===== src/scm_cfg.svh =====
// Purpose: Constants for the per-channel management register bank
// Assumes: 16-bit registers, 5-bit register address
// Notes: Link timer figure is a default only; top exposes a parameter
`ifndef SCM_CFG_SVH
`define SCM_CFG_SVH

`define SCM_ADDR_CTRL 5'h00
`define SCM_ADDR_STAT 5'h01

`define SCM_CTL_RESET 15
`define SCM_CTL_RSV14 14
`define SCM_CTL_SPD_LSB 13
`define SCM_CTL_AN_EN 12
`define SCM_CTL_RSV11 11
`define SCM_CTL_ISOLATE 10
`define SCM_CTL_AN_RESTART 9
`define SCM_CTL_DUPLEX 8
`define SCM_CTL_COL_TEST 7
`define SCM_CTL_SPD_MSB 6
`define SCM_CTL_UNIDIR 5

`define SCM_ST_EXT_STAT 8
`define SCM_ST_UNIDIR_ABL 7
`define SCM_ST_PRE_SUPP 6
`define SCM_ST_AN_DONE 5
`define SCM_ST_FAULT 4
`define SCM_ST_AN_ABL 3
`define SCM_ST_LINK 2

`define SCM_RST_AN_EN 1'b1
`define SCM_RST_ISOLATE 1'b1
`define SCM_RST_UNIDIR 1'b0
`define SCM_RST_RSV 1'b0

// Link timer of 10 ms at 8 ns per cycle
`define SCM_LINK_TIMER_NS 10000000
`define SCM_CLK_PERIOD_NS 8
`define SCM_LINK_TIMER_CYC (`SCM_LINK_TIMER_NS / `SCM_CLK_PERIOD_NS)

`endif


===== src/scm_pkg.sv =====
// Purpose: Types for the per-channel management register bank
// Assumes: Constants live in scm_cfg.svh
// Notes: None
package scm_pkg;
  typedef logic [15:0] scm_word_t;
  typedef logic [4:0] scm_addr_t;
  typedef enum logic [1:0] {
    SCM_SYNC_OK,
    SCM_SYNC_LOSING,
    SCM_SYNC_DOWN
  } scm_sync_t;
endpackage


===== src/scm_channel_regs.sv =====
// Purpose: Control and status registers of one channel (channels 1 to 3)
// Assumes: Management access is decoded upstream into rd/wr strobes with
//   a register address; link inputs arrive from another clock domain
// Notes: Unmapped addresses read zero, writes there are dropped
//
// Behaviour
// - Writing one to control bit 15 pulses channel reset; bit reads zero.
// - Control bits 14 and 11 store and read back writes, default zero.
// - Control bit 13 reads 0, bit 6 reads 1: fixed 1000 Mb/s.
// - Control bit 10 isolates channel from GMII side; defaults to one.
// - Control bit 8 reads one (full duplex), bit 7 reads zero.
// - Bit 5 with negotiation off enables transmit without link; default zero.
// - Control bits 4 to 0 read zero and ignore writes.
// - Status bits 15 to 9 read zero.
// - Status bit 8 reads one: extended status present.
// - Status bit 7 reads one; writes have no effect.
// - Status bit 6 reads one: preamble suppression accepted.
// - Status bit 5 shows negotiation complete; read only, reset zero.
// - Status bit 4 shows medium fault; clears when status is read.
// - Status bit 3 reads one: negotiation ability.
// - Status bit 2 latches zero on link loss until status read.
// - Status read reloads link bit with present link state.
// - Link bit one needs sync and, if enabled, completed negotiation.
// - Link drops for sync loss only after sync absent a whole link timer period.
// - Status bit 1 reads zero: no jabber detection.
// - Status bit 0 reads zero: no extended capability.
`timescale 1ns/1ps
`include "scm_cfg.svh"

module scm_channel_regs #(
  parameter int unsigned LINK_TIMER_CYC = `SCM_LINK_TIMER_CYC
) (
  input wire logic ref_clk,
  input wire logic rst_b,
  input wire logic mgmt_wr,
  input wire logic mgmt_rd,
  input wire logic [4:0] mgmt_addr,
  input wire logic [15:0] mgmt_wdata,
  output logic [15:0] mgmt_rdata,
  input wire logic link_sync_in,
  input wire logic an_done_in,
  input wire logic medium_fault_in,
  output logic chan_reset,
  output logic an_enable,
  output logic an_restart,
  output logic isolate,
  output logic unidir_tx,
  output logic tx_link_ok
);

  // ==========================================================
  // Reset release
  logic rst_meta_ff;
  logic rst_sync_ff;

  always_ff @(posedge ref_clk or negedge rst_b) begin
    if (!rst_b) begin
      rst_meta_ff <= 1'b0;
      rst_sync_ff <= 1'b0;
    end else begin
      rst_meta_ff <= 1'b1;
      rst_sync_ff <= rst_meta_ff;
    end
  end

  wire rst_n = rst_sync_ff;

  // ==========================================================
  // Input synchronisers
  // Link side runs in another domain; first stage read only by the second
  logic [2:0] in_meta_ff;
  logic [2:0] in_sync_ff;
  wire [2:0] in_raw = {medium_fault_in, an_done_in, link_sync_in};

  genvar gi;
  generate
    for (gi = 0; gi < 3; gi++) begin : g_sync
      always_ff @(posedge ref_clk or negedge rst_n) begin
        if (!rst_n) begin
          in_meta_ff[gi] <= 1'b0;
          in_sync_ff[gi] <= 1'b0;
        end else begin
          in_meta_ff[gi] <= in_raw[gi];
          in_sync_ff[gi] <= in_meta_ff[gi];
        end
      end
    end
  endgenerate

  wire sync_now = in_sync_ff[0];
  wire an_done_now = in_sync_ff[1];
  wire fault_now = in_sync_ff[2];

  // ==========================================================
  // Access decode
  function automatic logic addr_hit(input logic [4:0] a, input logic [4:0] r);
    addr_hit = (a == r);
  endfunction

  wire wr_ctrl = mgmt_wr && addr_hit(mgmt_addr, `SCM_ADDR_CTRL);
  wire rd_stat = mgmt_rd && addr_hit(mgmt_addr, `SCM_ADDR_STAT);
  wire rd_ctrl = mgmt_rd && addr_hit(mgmt_addr, `SCM_ADDR_CTRL);

  // ==========================================================
  // Control register
  logic rsv14_ff;
  logic rsv11_ff;
  logic an_en_ff;
  logic isolate_ff;
  logic unidir_ff;
  logic chan_reset_ff;
  logic an_restart_ff;

  always_ff @(posedge ref_clk or negedge rst_n) begin
    if (!rst_n) begin
      rsv14_ff <= `SCM_RST_RSV;
    end else if (wr_ctrl) begin
      rsv14_ff <= mgmt_wdata[`SCM_CTL_RSV14];
    end
  end

  always_ff @(posedge ref_clk or negedge rst_n) begin
    if (!rst_n) begin
      rsv11_ff <= `SCM_RST_RSV;
    end else if (wr_ctrl) begin
      rsv11_ff <= mgmt_wdata[`SCM_CTL_RSV11];
    end
  end

  always_ff @(posedge ref_clk or negedge rst_n) begin
    if (!rst_n) begin
      an_en_ff <= `SCM_RST_AN_EN;
    end else if (wr_ctrl) begin
      an_en_ff <= mgmt_wdata[`SCM_CTL_AN_EN];
    end
  end

  always_ff @(posedge ref_clk or negedge rst_n) begin
    if (!rst_n) begin
      isolate_ff <= `SCM_RST_ISOLATE;
    end else if (wr_ctrl) begin
      isolate_ff <= mgmt_wdata[`SCM_CTL_ISOLATE];
    end
  end

  always_ff @(posedge ref_clk or negedge rst_n) begin
    if (!rst_n) begin
      unidir_ff <= `SCM_RST_UNIDIR;
    end else if (wr_ctrl) begin
      unidir_ff <= mgmt_wdata[`SCM_CTL_UNIDIR];
    end
  end

  // Self-clearing strobes: one cycle each, never stored for readback
  always_ff @(posedge ref_clk or negedge rst_n) begin
    if (!rst_n) begin
      chan_reset_ff <= 1'b0;
    end else begin
      chan_reset_ff <= wr_ctrl && mgmt_wdata[`SCM_CTL_RESET];
    end
  end

  always_ff @(posedge ref_clk or negedge rst_n) begin
    if (!rst_n) begin
      an_restart_ff <= 1'b0;
    end else begin
      an_restart_ff <= wr_ctrl && mgmt_wdata[`SCM_CTL_AN_RESTART];
    end
  end

  // ==========================================================
  // Link qualification
  // Sync loss must persist a whole link timer before link is dropped
  scm_pkg::scm_sync_t sync_st_ff;
  scm_pkg::scm_sync_t nxt_sync_st;
  logic [31:0] loss_cnt_ff;
  logic [31:0] nxt_loss_cnt;
  wire timer_done = (loss_cnt_ff >= LINK_TIMER_CYC - 32'h1);

  always_comb begin
    nxt_sync_st = sync_st_ff;
    nxt_loss_cnt = 32'h0;
    unique case (sync_st_ff)
      scm_pkg::SCM_SYNC_DOWN: begin
        if (sync_now) begin
          nxt_sync_st = scm_pkg::SCM_SYNC_OK;
        end
      end
      scm_pkg::SCM_SYNC_OK: begin
        if (!sync_now) begin
          nxt_sync_st = scm_pkg::SCM_SYNC_LOSING;
        end
      end
      scm_pkg::SCM_SYNC_LOSING: begin
        if (sync_now) begin
          nxt_sync_st = scm_pkg::SCM_SYNC_OK;
        end else if (timer_done) begin
          nxt_sync_st = scm_pkg::SCM_SYNC_DOWN;
        end else begin
          nxt_loss_cnt = loss_cnt_ff + 32'h1;
        end
      end
    endcase
  end

  always_ff @(posedge ref_clk or negedge rst_n) begin
    if (!rst_n) begin
      sync_st_ff <= scm_pkg::SCM_SYNC_DOWN;
      loss_cnt_ff <= 32'h0;
    end else begin
      sync_st_ff <= nxt_sync_st;
      loss_cnt_ff <= nxt_loss_cnt;
    end
  end

  wire sync_held = (sync_st_ff != scm_pkg::SCM_SYNC_DOWN);
  wire link_now = sync_held && (!an_en_ff || an_done_now);

  // ==========================================================
  // Status latches
  logic link_lat_ff;
  logic fault_lat_ff;
  logic an_done_ff;

  // Loss sticks low; a status read reloads present state, but a loss in
  // that same cycle still wins so no drop is hidden
  wire nxt_link_lat = !link_now ? 1'b0 : (rd_stat ? 1'b1 : link_lat_ff);
  // Fault is sticky high; a new fault wins over the read clear
  wire nxt_fault_lat = fault_now ? 1'b1 : (rd_stat ? 1'b0 : fault_lat_ff);

  always_ff @(posedge ref_clk or negedge rst_n) begin
    if (!rst_n) begin
      link_lat_ff <= 1'b0;
    end else begin
      link_lat_ff <= nxt_link_lat;
    end
  end

  always_ff @(posedge ref_clk or negedge rst_n) begin
    if (!rst_n) begin
      fault_lat_ff <= 1'b0;
    end else begin
      fault_lat_ff <= nxt_fault_lat;
    end
  end

  always_ff @(posedge ref_clk or negedge rst_n) begin
    if (!rst_n) begin
      an_done_ff <= 1'b0;
    end else begin
      an_done_ff <= an_done_now;
    end
  end

  // ==========================================================
  // Read data
  // Fixed bits come from constants; status bits 15:9, 1, 0 are zero
  wire [15:0] ctrl_word = {
    1'b0,
    rsv14_ff,
    1'b0,
    an_en_ff,
    rsv11_ff,
    isolate_ff,
    1'b0,
    1'b1,
    1'b0,
    1'b1,
    unidir_ff,
    5'h00
  };

  wire [15:0] stat_word = {
    7'h00,
    1'b1,
    1'b1,
    1'b1,
    an_done_ff,
    fault_lat_ff,
    1'b1,
    link_lat_ff,
    1'b0,
    1'b0
  };

  wire [15:0] nxt_rdata = rd_ctrl ? ctrl_word : (rd_stat ? stat_word : 16'h0000);

  logic [15:0] rdata_ff;
  logic an_en_out_ff;
  logic isolate_out_ff;
  logic unidir_out_ff;
  logic tx_ok_ff;

  // Read data holds between reads so a slow station can sample late
  always_ff @(posedge ref_clk or negedge rst_n) begin
    if (!rst_n) begin
      rdata_ff <= 16'h0000;
    end else if (mgmt_rd) begin
      rdata_ff <= nxt_rdata;
    end
  end

  always_ff @(posedge ref_clk or negedge rst_n) begin
    if (!rst_n) begin
      an_en_out_ff <= `SCM_RST_AN_EN;
    end else begin
      an_en_out_ff <= an_en_ff;
    end
  end

  always_ff @(posedge ref_clk or negedge rst_n) begin
    if (!rst_n) begin
      isolate_out_ff <= `SCM_RST_ISOLATE;
    end else begin
      isolate_out_ff <= isolate_ff;
    end
  end

  always_ff @(posedge ref_clk or negedge rst_n) begin
    if (!rst_n) begin
      unidir_out_ff <= `SCM_RST_UNIDIR;
    end else begin
      unidir_out_ff <= unidir_ff && !an_en_ff;
    end
  end

  always_ff @(posedge ref_clk or negedge rst_n) begin
    if (!rst_n) begin
      tx_ok_ff <= 1'b0;
    end else begin
      tx_ok_ff <= link_now || (unidir_ff && !an_en_ff);
    end
  end

  assign mgmt_rdata = rdata_ff;
  assign chan_reset = chan_reset_ff;
  assign an_enable = an_en_out_ff;
  assign an_restart = an_restart_ff;
  assign isolate = isolate_out_ff;
  assign unidir_tx = unidir_out_ff;
  assign tx_link_ok = tx_ok_ff;

endmodule


===== config.mk =====
export PLATFORM = sky130hd
export DESIGN_NAME = scm_channel_regs
export DESIGN_NICKNAME = d
export VERILOG_FILES = /design/src/scm_pkg.sv /design/src/scm_channel_regs.sv
export VERILOG_INCLUDE_DIRS = /design/src /design/src/src
export SDC_FILE = /design/constraint.sdc
export NUM_CORES = 1
export LEC_CHECK = 0
export ABC_CLOCK_PERIOD_IN_PS = 2000
export BUFFER_PORTS_ARGS = -buffer_cell sky130_fd_sc_hd__clkbuf_2
export CORE_MARGIN = 2
export CORE_UTILIZATION = 48
export DETAILED_ROUTE_END_ITERATION = 10
export MAX_ROUTING_LAYER = met4
export PLACE_DENSITY = 0.78
export SLEW_MARGIN = 10
export SYNTH_ARGS = -nofsm -noshare
export SYNTH_HDL_FRONTEND = slang
export SYNTH_SLANG_ARGS = --single-unit

===== constraint.sdc =====
create_clock -name ref_clk -period 2 [get_ports ref_clk]
set_input_delay 0.6 -clock ref_clk [delete_from_list [all_inputs] [get_ports ref_clk]]
set_output_delay 0.6 -clock ref_clk [all_outputs]
set_load 0.01 [all_outputs]

==> impl_metrics.yaml, run 1 <==
synth:
  ys_warn_count: 0
  yosysTopAreaCell: "dfrtp_1"
  synth_edf_count: 0
  synth_commonest_cells: "dfrtp_1, nor2_1, nand2_1"
  synthFlopType: "dfrtp_1"
  netlist_area_sq_mm: 0.00252
  syn_area_per_cell_sq_um: 11.9
  netlist_instances: 212
  synth_top_cells_by_area: "dfrtp_1, dfstp_2, xor2_1, nor2_1, mux2_2"
  ys_seq_area_share_pct: 64.8
  yosysMostFrequentCell: "dfrtp_1"
  synth.top_cell.area_share_pct: 59.6
  synth_seq_cells: 65
  synth.distinct_cells: 35
  synthArstFlopShare_pct: 100
clocking:
  cts_root_buf: "clkbuf_8"
  ctsHoldBuffers: 0
  cts_buffer_depth: 2
  cts_max_level: 3
  clk_pin_slew_ps: 70
  cts_tree: "done"
  cts_buffers: 9
  insertion_delay_ps: 330
  cts_sinks: 65
sta:
  hold_viol: 0
  period_share_pct: 93.8
  slew_violations: 0
  finClkSkew_ps: 11.4
  grt_setup_unrepaired: "no"
  setup-tns-final_ps: 0
  finalSetupViolations: 0
  fin_crit_ps: 1880
  fmax_mhz: 533
floorplanning:
  start_util_pct: 49.7
  num_rows: 26
  die_y_um: 76.5
  core_area_sq_mm: 0.00507
  dieArea_sq_mm: 0.00585
  die_w_um: 76.5
  io_pins: 50
power_and_ir_drop:
  powerDensity_mw_per_mm2: 842
  irDropWorstVdd_mv: 0.642
  leakage_nw: 1.43
setup_path:
  cp_data_arrival_time_ps: 2080
  crit_required_ps: 2200
  critical-path-max-stage-delay_ps: 690
  worstSetupPathType: "flip-flop to flip-flop"
  cp-start-kind: "flip-flop"
  cp_max_fo: 15
  path_cells: "or4_2 -> o21ai_1 -> a41o_2 -> buf_12 -> nor2_1"
  critical_path_buf_inv_count: 1
  end_kind: "flip-flop"
  slowest_stage: "or4_2"
  crit_family: "simple AND/OR/NAND/NOR gates"
drt:
  routedWlPerCell_um: 11.4
  ant_nets: 0
  drtPass1Iterations: 4
  vias: 1638
  drt-initial-drc-count: 122
  viasPerCell: 4.65
  drt_wl_total_um: 4020
  drc_errors: 0
min_path:
  holdCritPathClass: "input pin to async pin"
layout:
  layout-drive-gt1-share_pct: 28.7
  n_fill_cell: 423
  diodes: 0
  syn2layout_area_growth_pct: 22.7
  post-route-util_pct: 60.9
  finalNetCount: 306
placement:
  gp_congestion: 0.775
  dpl.hpwl_um: 2880
  port_buffers: 35
global_routing:
  grt_pass1_vias: 1599
  grt_first_pass_wirelength_um: 7220
  grt_overflow: 0
  grt_start_max_net_pins: 31
  antenna_found_initial: 0
  grt_usage_pct: 16.2
outcome:
  status: "finished clean"
run:
  cap_violations: 0
kinds of logic (layout without fill, tap and decap cells):
| logic type | Yosys count | count (layout) | share of synthesized area (%) |
|---|---|---|---|
| DFF | 65 | 65 | 64.8 |
| adders and majority gates | 1 | 1 | 0.496 |
| other | 2 | 17 | 0.298 |
| xor gates and xnor gates | 18 | 18 | 6.25 |
| muxes | 7 | 7 | 3.13 |
| and+or+nand+nor | 79 | 79 | 15.1 |
| buffers and inverters | 21 | 76 | 4.76 |
| AOI/OAI and AO/OA | 19 | 19 | 5.21 |
state kept, by name, indices dropped and copies added (netlist names):
name / count
loss_cnt_ff: 32
mgmt_rdata: 9
in_meta_ff: 3
sync_st_ff: 2
an_done_ff: 1
an_done_now: 1
an_en_ff: 1
an_enable: 1
an_restart: 1
chan_reset: 1
fault_lat_ff: 1
fault_now: 1
isolate: 1
isolate_ff: 1
link_lat_ff: 1
rst_meta_ff: 1
rst_n: 1
rsv11_ff: 1
rsv14_ff: 1
sync_now: 1
tx_link_ok: 1
unidir_ff: 1
unidir_tx: 1
cell usage in the layout, fill, tap and decap left out, types with 2 or more instances in the layout:
master,count
nand2_1,16
dfstp_2,5
inv_1,11
buf_12,2
xnor2_1,5
nor3_1,4
nand3_1,11
nor4_1,3
mux2_2,7
dfrtp_1,59
clkinv_2,2
nor2b_1,2
clkbuf_2,35
buf_4,12
nor2_1,25
clkbuf_1,2
o21ai_0,10
clkbuf_8,9
nor3b_1,2
xor2_1,13
nand4_1,6
and3_1,5
conb_1,17
power breakdown:
group	switching (mW)	internal (mW)	total, mW
Clock	0.460	0.574	1.03
Sequential	0.0410	1.39	1.44
Combinational	0.0718	0.0645	0.136
worst paths after layout:
path                       cells past startpoint  slack [ps]        endpoint             from
hold / removal                                 1          50           rst_n            rst_b
setup / recovery                               5         120  loss_cnt_ff[0]  loss_cnt_ff[10]
min in group ref_clk                           0         360     an_done_now    in_meta_ff[1]
max in group asynchronous                      1        1200        an_en_ff            rst_n
hold reg to reg                                0         170        rsv11_ff            rst_n
setup reg to reg                               5         120  loss_cnt_ff[0]  loss_cnt_ff[10]
routing by layer:
layer  global-route usage [%]  vias to the layer above  wire (um)
li1                         -                      818          -
met1                     21.3                      792       1910
met2                     23.5                       22       1940
met3                     3.20                        6        107
met4                     9.27                        0         68
met5                        -                        -          0
repair_timing:
item	4_1_cts	5_1_grt
gates resized for setup	0	1
setup buffers	0	0
endpoints found under the setup margin	0	21
worst reg2reg max path: cells and delay by family (launching register included):
family / cells / cell delay [ps]
buf+inv: 1 / 160
flops: 1 / 420
simple gates: 2 / 740
compound gates: 2 / 450
metrics by stage:
step / cell area (sq um) / hold WS [ps] / instances / total power [mW] / worst slack (ps)
6_report: 3090 / 51.0 / 352 / 2.61 / 123
5_1_grt: 3090 / 29.1 / 352 / 2.74 / 19.9
4_1_cts: 3080 / 35.3 / 352 / 2.65 / 49.9
3_5_place_dp: 2890 / 169 / 336 / 1.60 / 66.1
3_3_place_gp: 2890 / 163 / 336 / 1.59 / 79.7
2_1_floorplan: 2580 / 304 / 227 / 1.54 / 64.8
layout make-up:
type / instances / area [sq um] / share of cell area (%)
sequential: 65 / 1630 / 52.8
multi-input combinational: 141 / 837 / 27.1
timing repair buffer: 49 / 305 / 9.87
clock buffer: 11 / 131 / 4.25
tap: 70 / 87.6 / 2.83
clock inverter: 5 / 56.3 / 1.82
inverter: 11 / 41.3 / 1.33
(Power assumes the default switching activity.)
==> run 2, diff against run 1 <==
- CORE_MARGIN: 2 -> 1.5
- CTS_BUF_LIST: default -> sky130_fd_sc_hd__clkbuf_8 sky130_fd_sc_hd__clkbuf_16
==> run 2 against run 1 <==
  * Register-to-register slack hardly changed
  * Via count down 0.67%
  * Cell count down 0.28%
==> impl_metrics.yaml, run 2 (synthesized netlist as in run 1, its figures left out) <==
sta:
  hold_slack_ps: 38.7
  setup-tns-final_ps: 0
  fmax_mhz: 537
  finalSetupViolations: 0
  slew_violations: 0
  fin_crit_ps: 1860
  finClkSkew_ps: 12.0
  period_share_pct: 93.1
  grt_setup_unrepaired: "no"
  hold_viol: 0
global_routing:
  antenna_found_initial: 0
  grt_overflow: 0
  grt_start_max_net_pins: 35
  grt_pass1_vias: 1528
  grt_first_pass_wirelength_um: 6820
  grt_usage_pct: 17.2
layout:
  finalNetCount: 305
  final_cell_mix: "dfrtp_1, clkbuf_2, nor2_1"
  layout-drive-gt1-share_pct: 28.8
  syn2layout_area_growth_pct: 21.6
  largest_register_ff_count: 32
  diodes: 0
  final_common_cell: "dfrtp_1"
  n_fill_cell: 426
  seq_area_sq_mm: 0.00163
  multi_input_area_sq_um: 825
  largest-register: "loss_cnt_ff"
run:
  cap_violations: 0
clocking:
  cts_buffers: 9
  cts_resized: 0
  cts_root_buf: "clkbuf_8"
  cts_sinks: 65
  cts_buffer_depth: 2
  cts_max_level: 3
  post_cts_buffers: 0
  insertion_delay_ps: 330
  ctsHoldBuffers: 0
  cts_tree: "done"
  clk_pin_slew_ps: 70
setup_path:
  worstSetupPathType: "flip-flop to flip-flop"
  critical_path_buf_inv_count: 1
  critical-path-max-stage-delay_ps: 690
  cp_max_fo: 15
  crit_required_ps: 2220
  slowest_stage: "or4_2"
  end_kind: "flip-flop"
  cp-start-kind: "flip-flop"
  path_cells: "or4_2 -> o21ai_1 -> a41o_2 -> buf_12 -> nor2_1"
  cp_data_arrival_time_ps: 2080
  crit_family: "simple AND/OR/NAND/NOR gates"
floorplanning:
  die_w_um: 75.5
  core_area_sq_mm: 0.00507
  num_rows: 26
  start_util_pct: 49.7
  die_y_um: 75.5
  io_pins: 50
  dieArea_sq_mm: 0.00570
drt:
  drc_errors: 0
  drt_wl_total_um: 4250
  vias: 1627
  viasPerCell: 4.64
  drt-initial-drc-count: 107
  routedWlPerCell_um: 12.1
  drtPass1Iterations: 4
  ant_nets: 0
power_and_ir_drop:
  p_comb_share_pct: 5.3
  leakage_nw: 1.42
  switching_share_pct: 22.6
  p_seq_share_pct: 55.4
  p_int_mw: 2.00
  p_clk_share_pct: 39.4
  power_switching_mw: 0.585
  irDropWorstVdd_mv: 0.676
  powerDensity_mw_per_mm2: 845
min_path:
  holdCritPathClass: "input pin to async pin"
placement:
  gp_congestion: 0.757
  port_buffers: 35
  dpl.hpwl_um: 3000
outcome:
  status: "finished clean"
-- run 2: per-layer routing --
layer,vias to the layer above,track usage [%],part of all wire (%)
met5,-,-,0
li1,820,-,-
met3,4,5.95,3.2
met1,775,22.2,46
met4,0,6.55,1.4
met2,28,25.2,49
-- run 2: worst paths after layout --
check                                startpoint             end  slack (ps)  cells after the start
min in group ref_clk              in_meta_ff[0]        sync_now         350                      0
worst min register to register            rst_n  mgmt_rdata[10]         110                      0
worst max register to register  loss_cnt_ff[10]  loss_cnt_ff[9]         140                      5
worst max-delay path            loss_cnt_ff[10]  loss_cnt_ff[9]         140                      5
max in group asynchronous                 rst_n       an_enable        1220                      1
worst min-delay path                      rst_b           rst_n          40                      1
-- run 2: cell type report --
type                    count  share of cell area, %
inverters                  11                   1.35
flip-flops and latches     65                   53.3
repair buffers             48                   9.31
clock buffers              12                   5.39
multi-input cells         141                   26.9
clock inverters             4                  0.898
well taps                  70                   2.86
-- run 2: stage by stage --
stage	std cells	worst slack (ps)	total power, mW	utilization [%]	instance area (sq um)
floorplan	227	64.8	1.54	-	2580
global placement	335	92.5	1.59	56.6	2870
detailed placement	335	-110	1.60	56.6	2870
CTS	351	62.2	2.62	60.4	3070
global route	351	14.9	2.69	60.4	3070
finish	351	137	2.59	60.4	3070
-- run 2: power groups by stage --
stage,sequential [mW],combinational (mW),clock [mW]
6_report,1.43,0.136,1.02
5_1_grt,1.44,0.156,1.10
4_1_cts,1.43,0.139,1.05
3_5_place_dp,1.46,0.139,0
3_3_place_gp,1.45,0.133,0
2_1_floorplan,1.47,0.0648,0
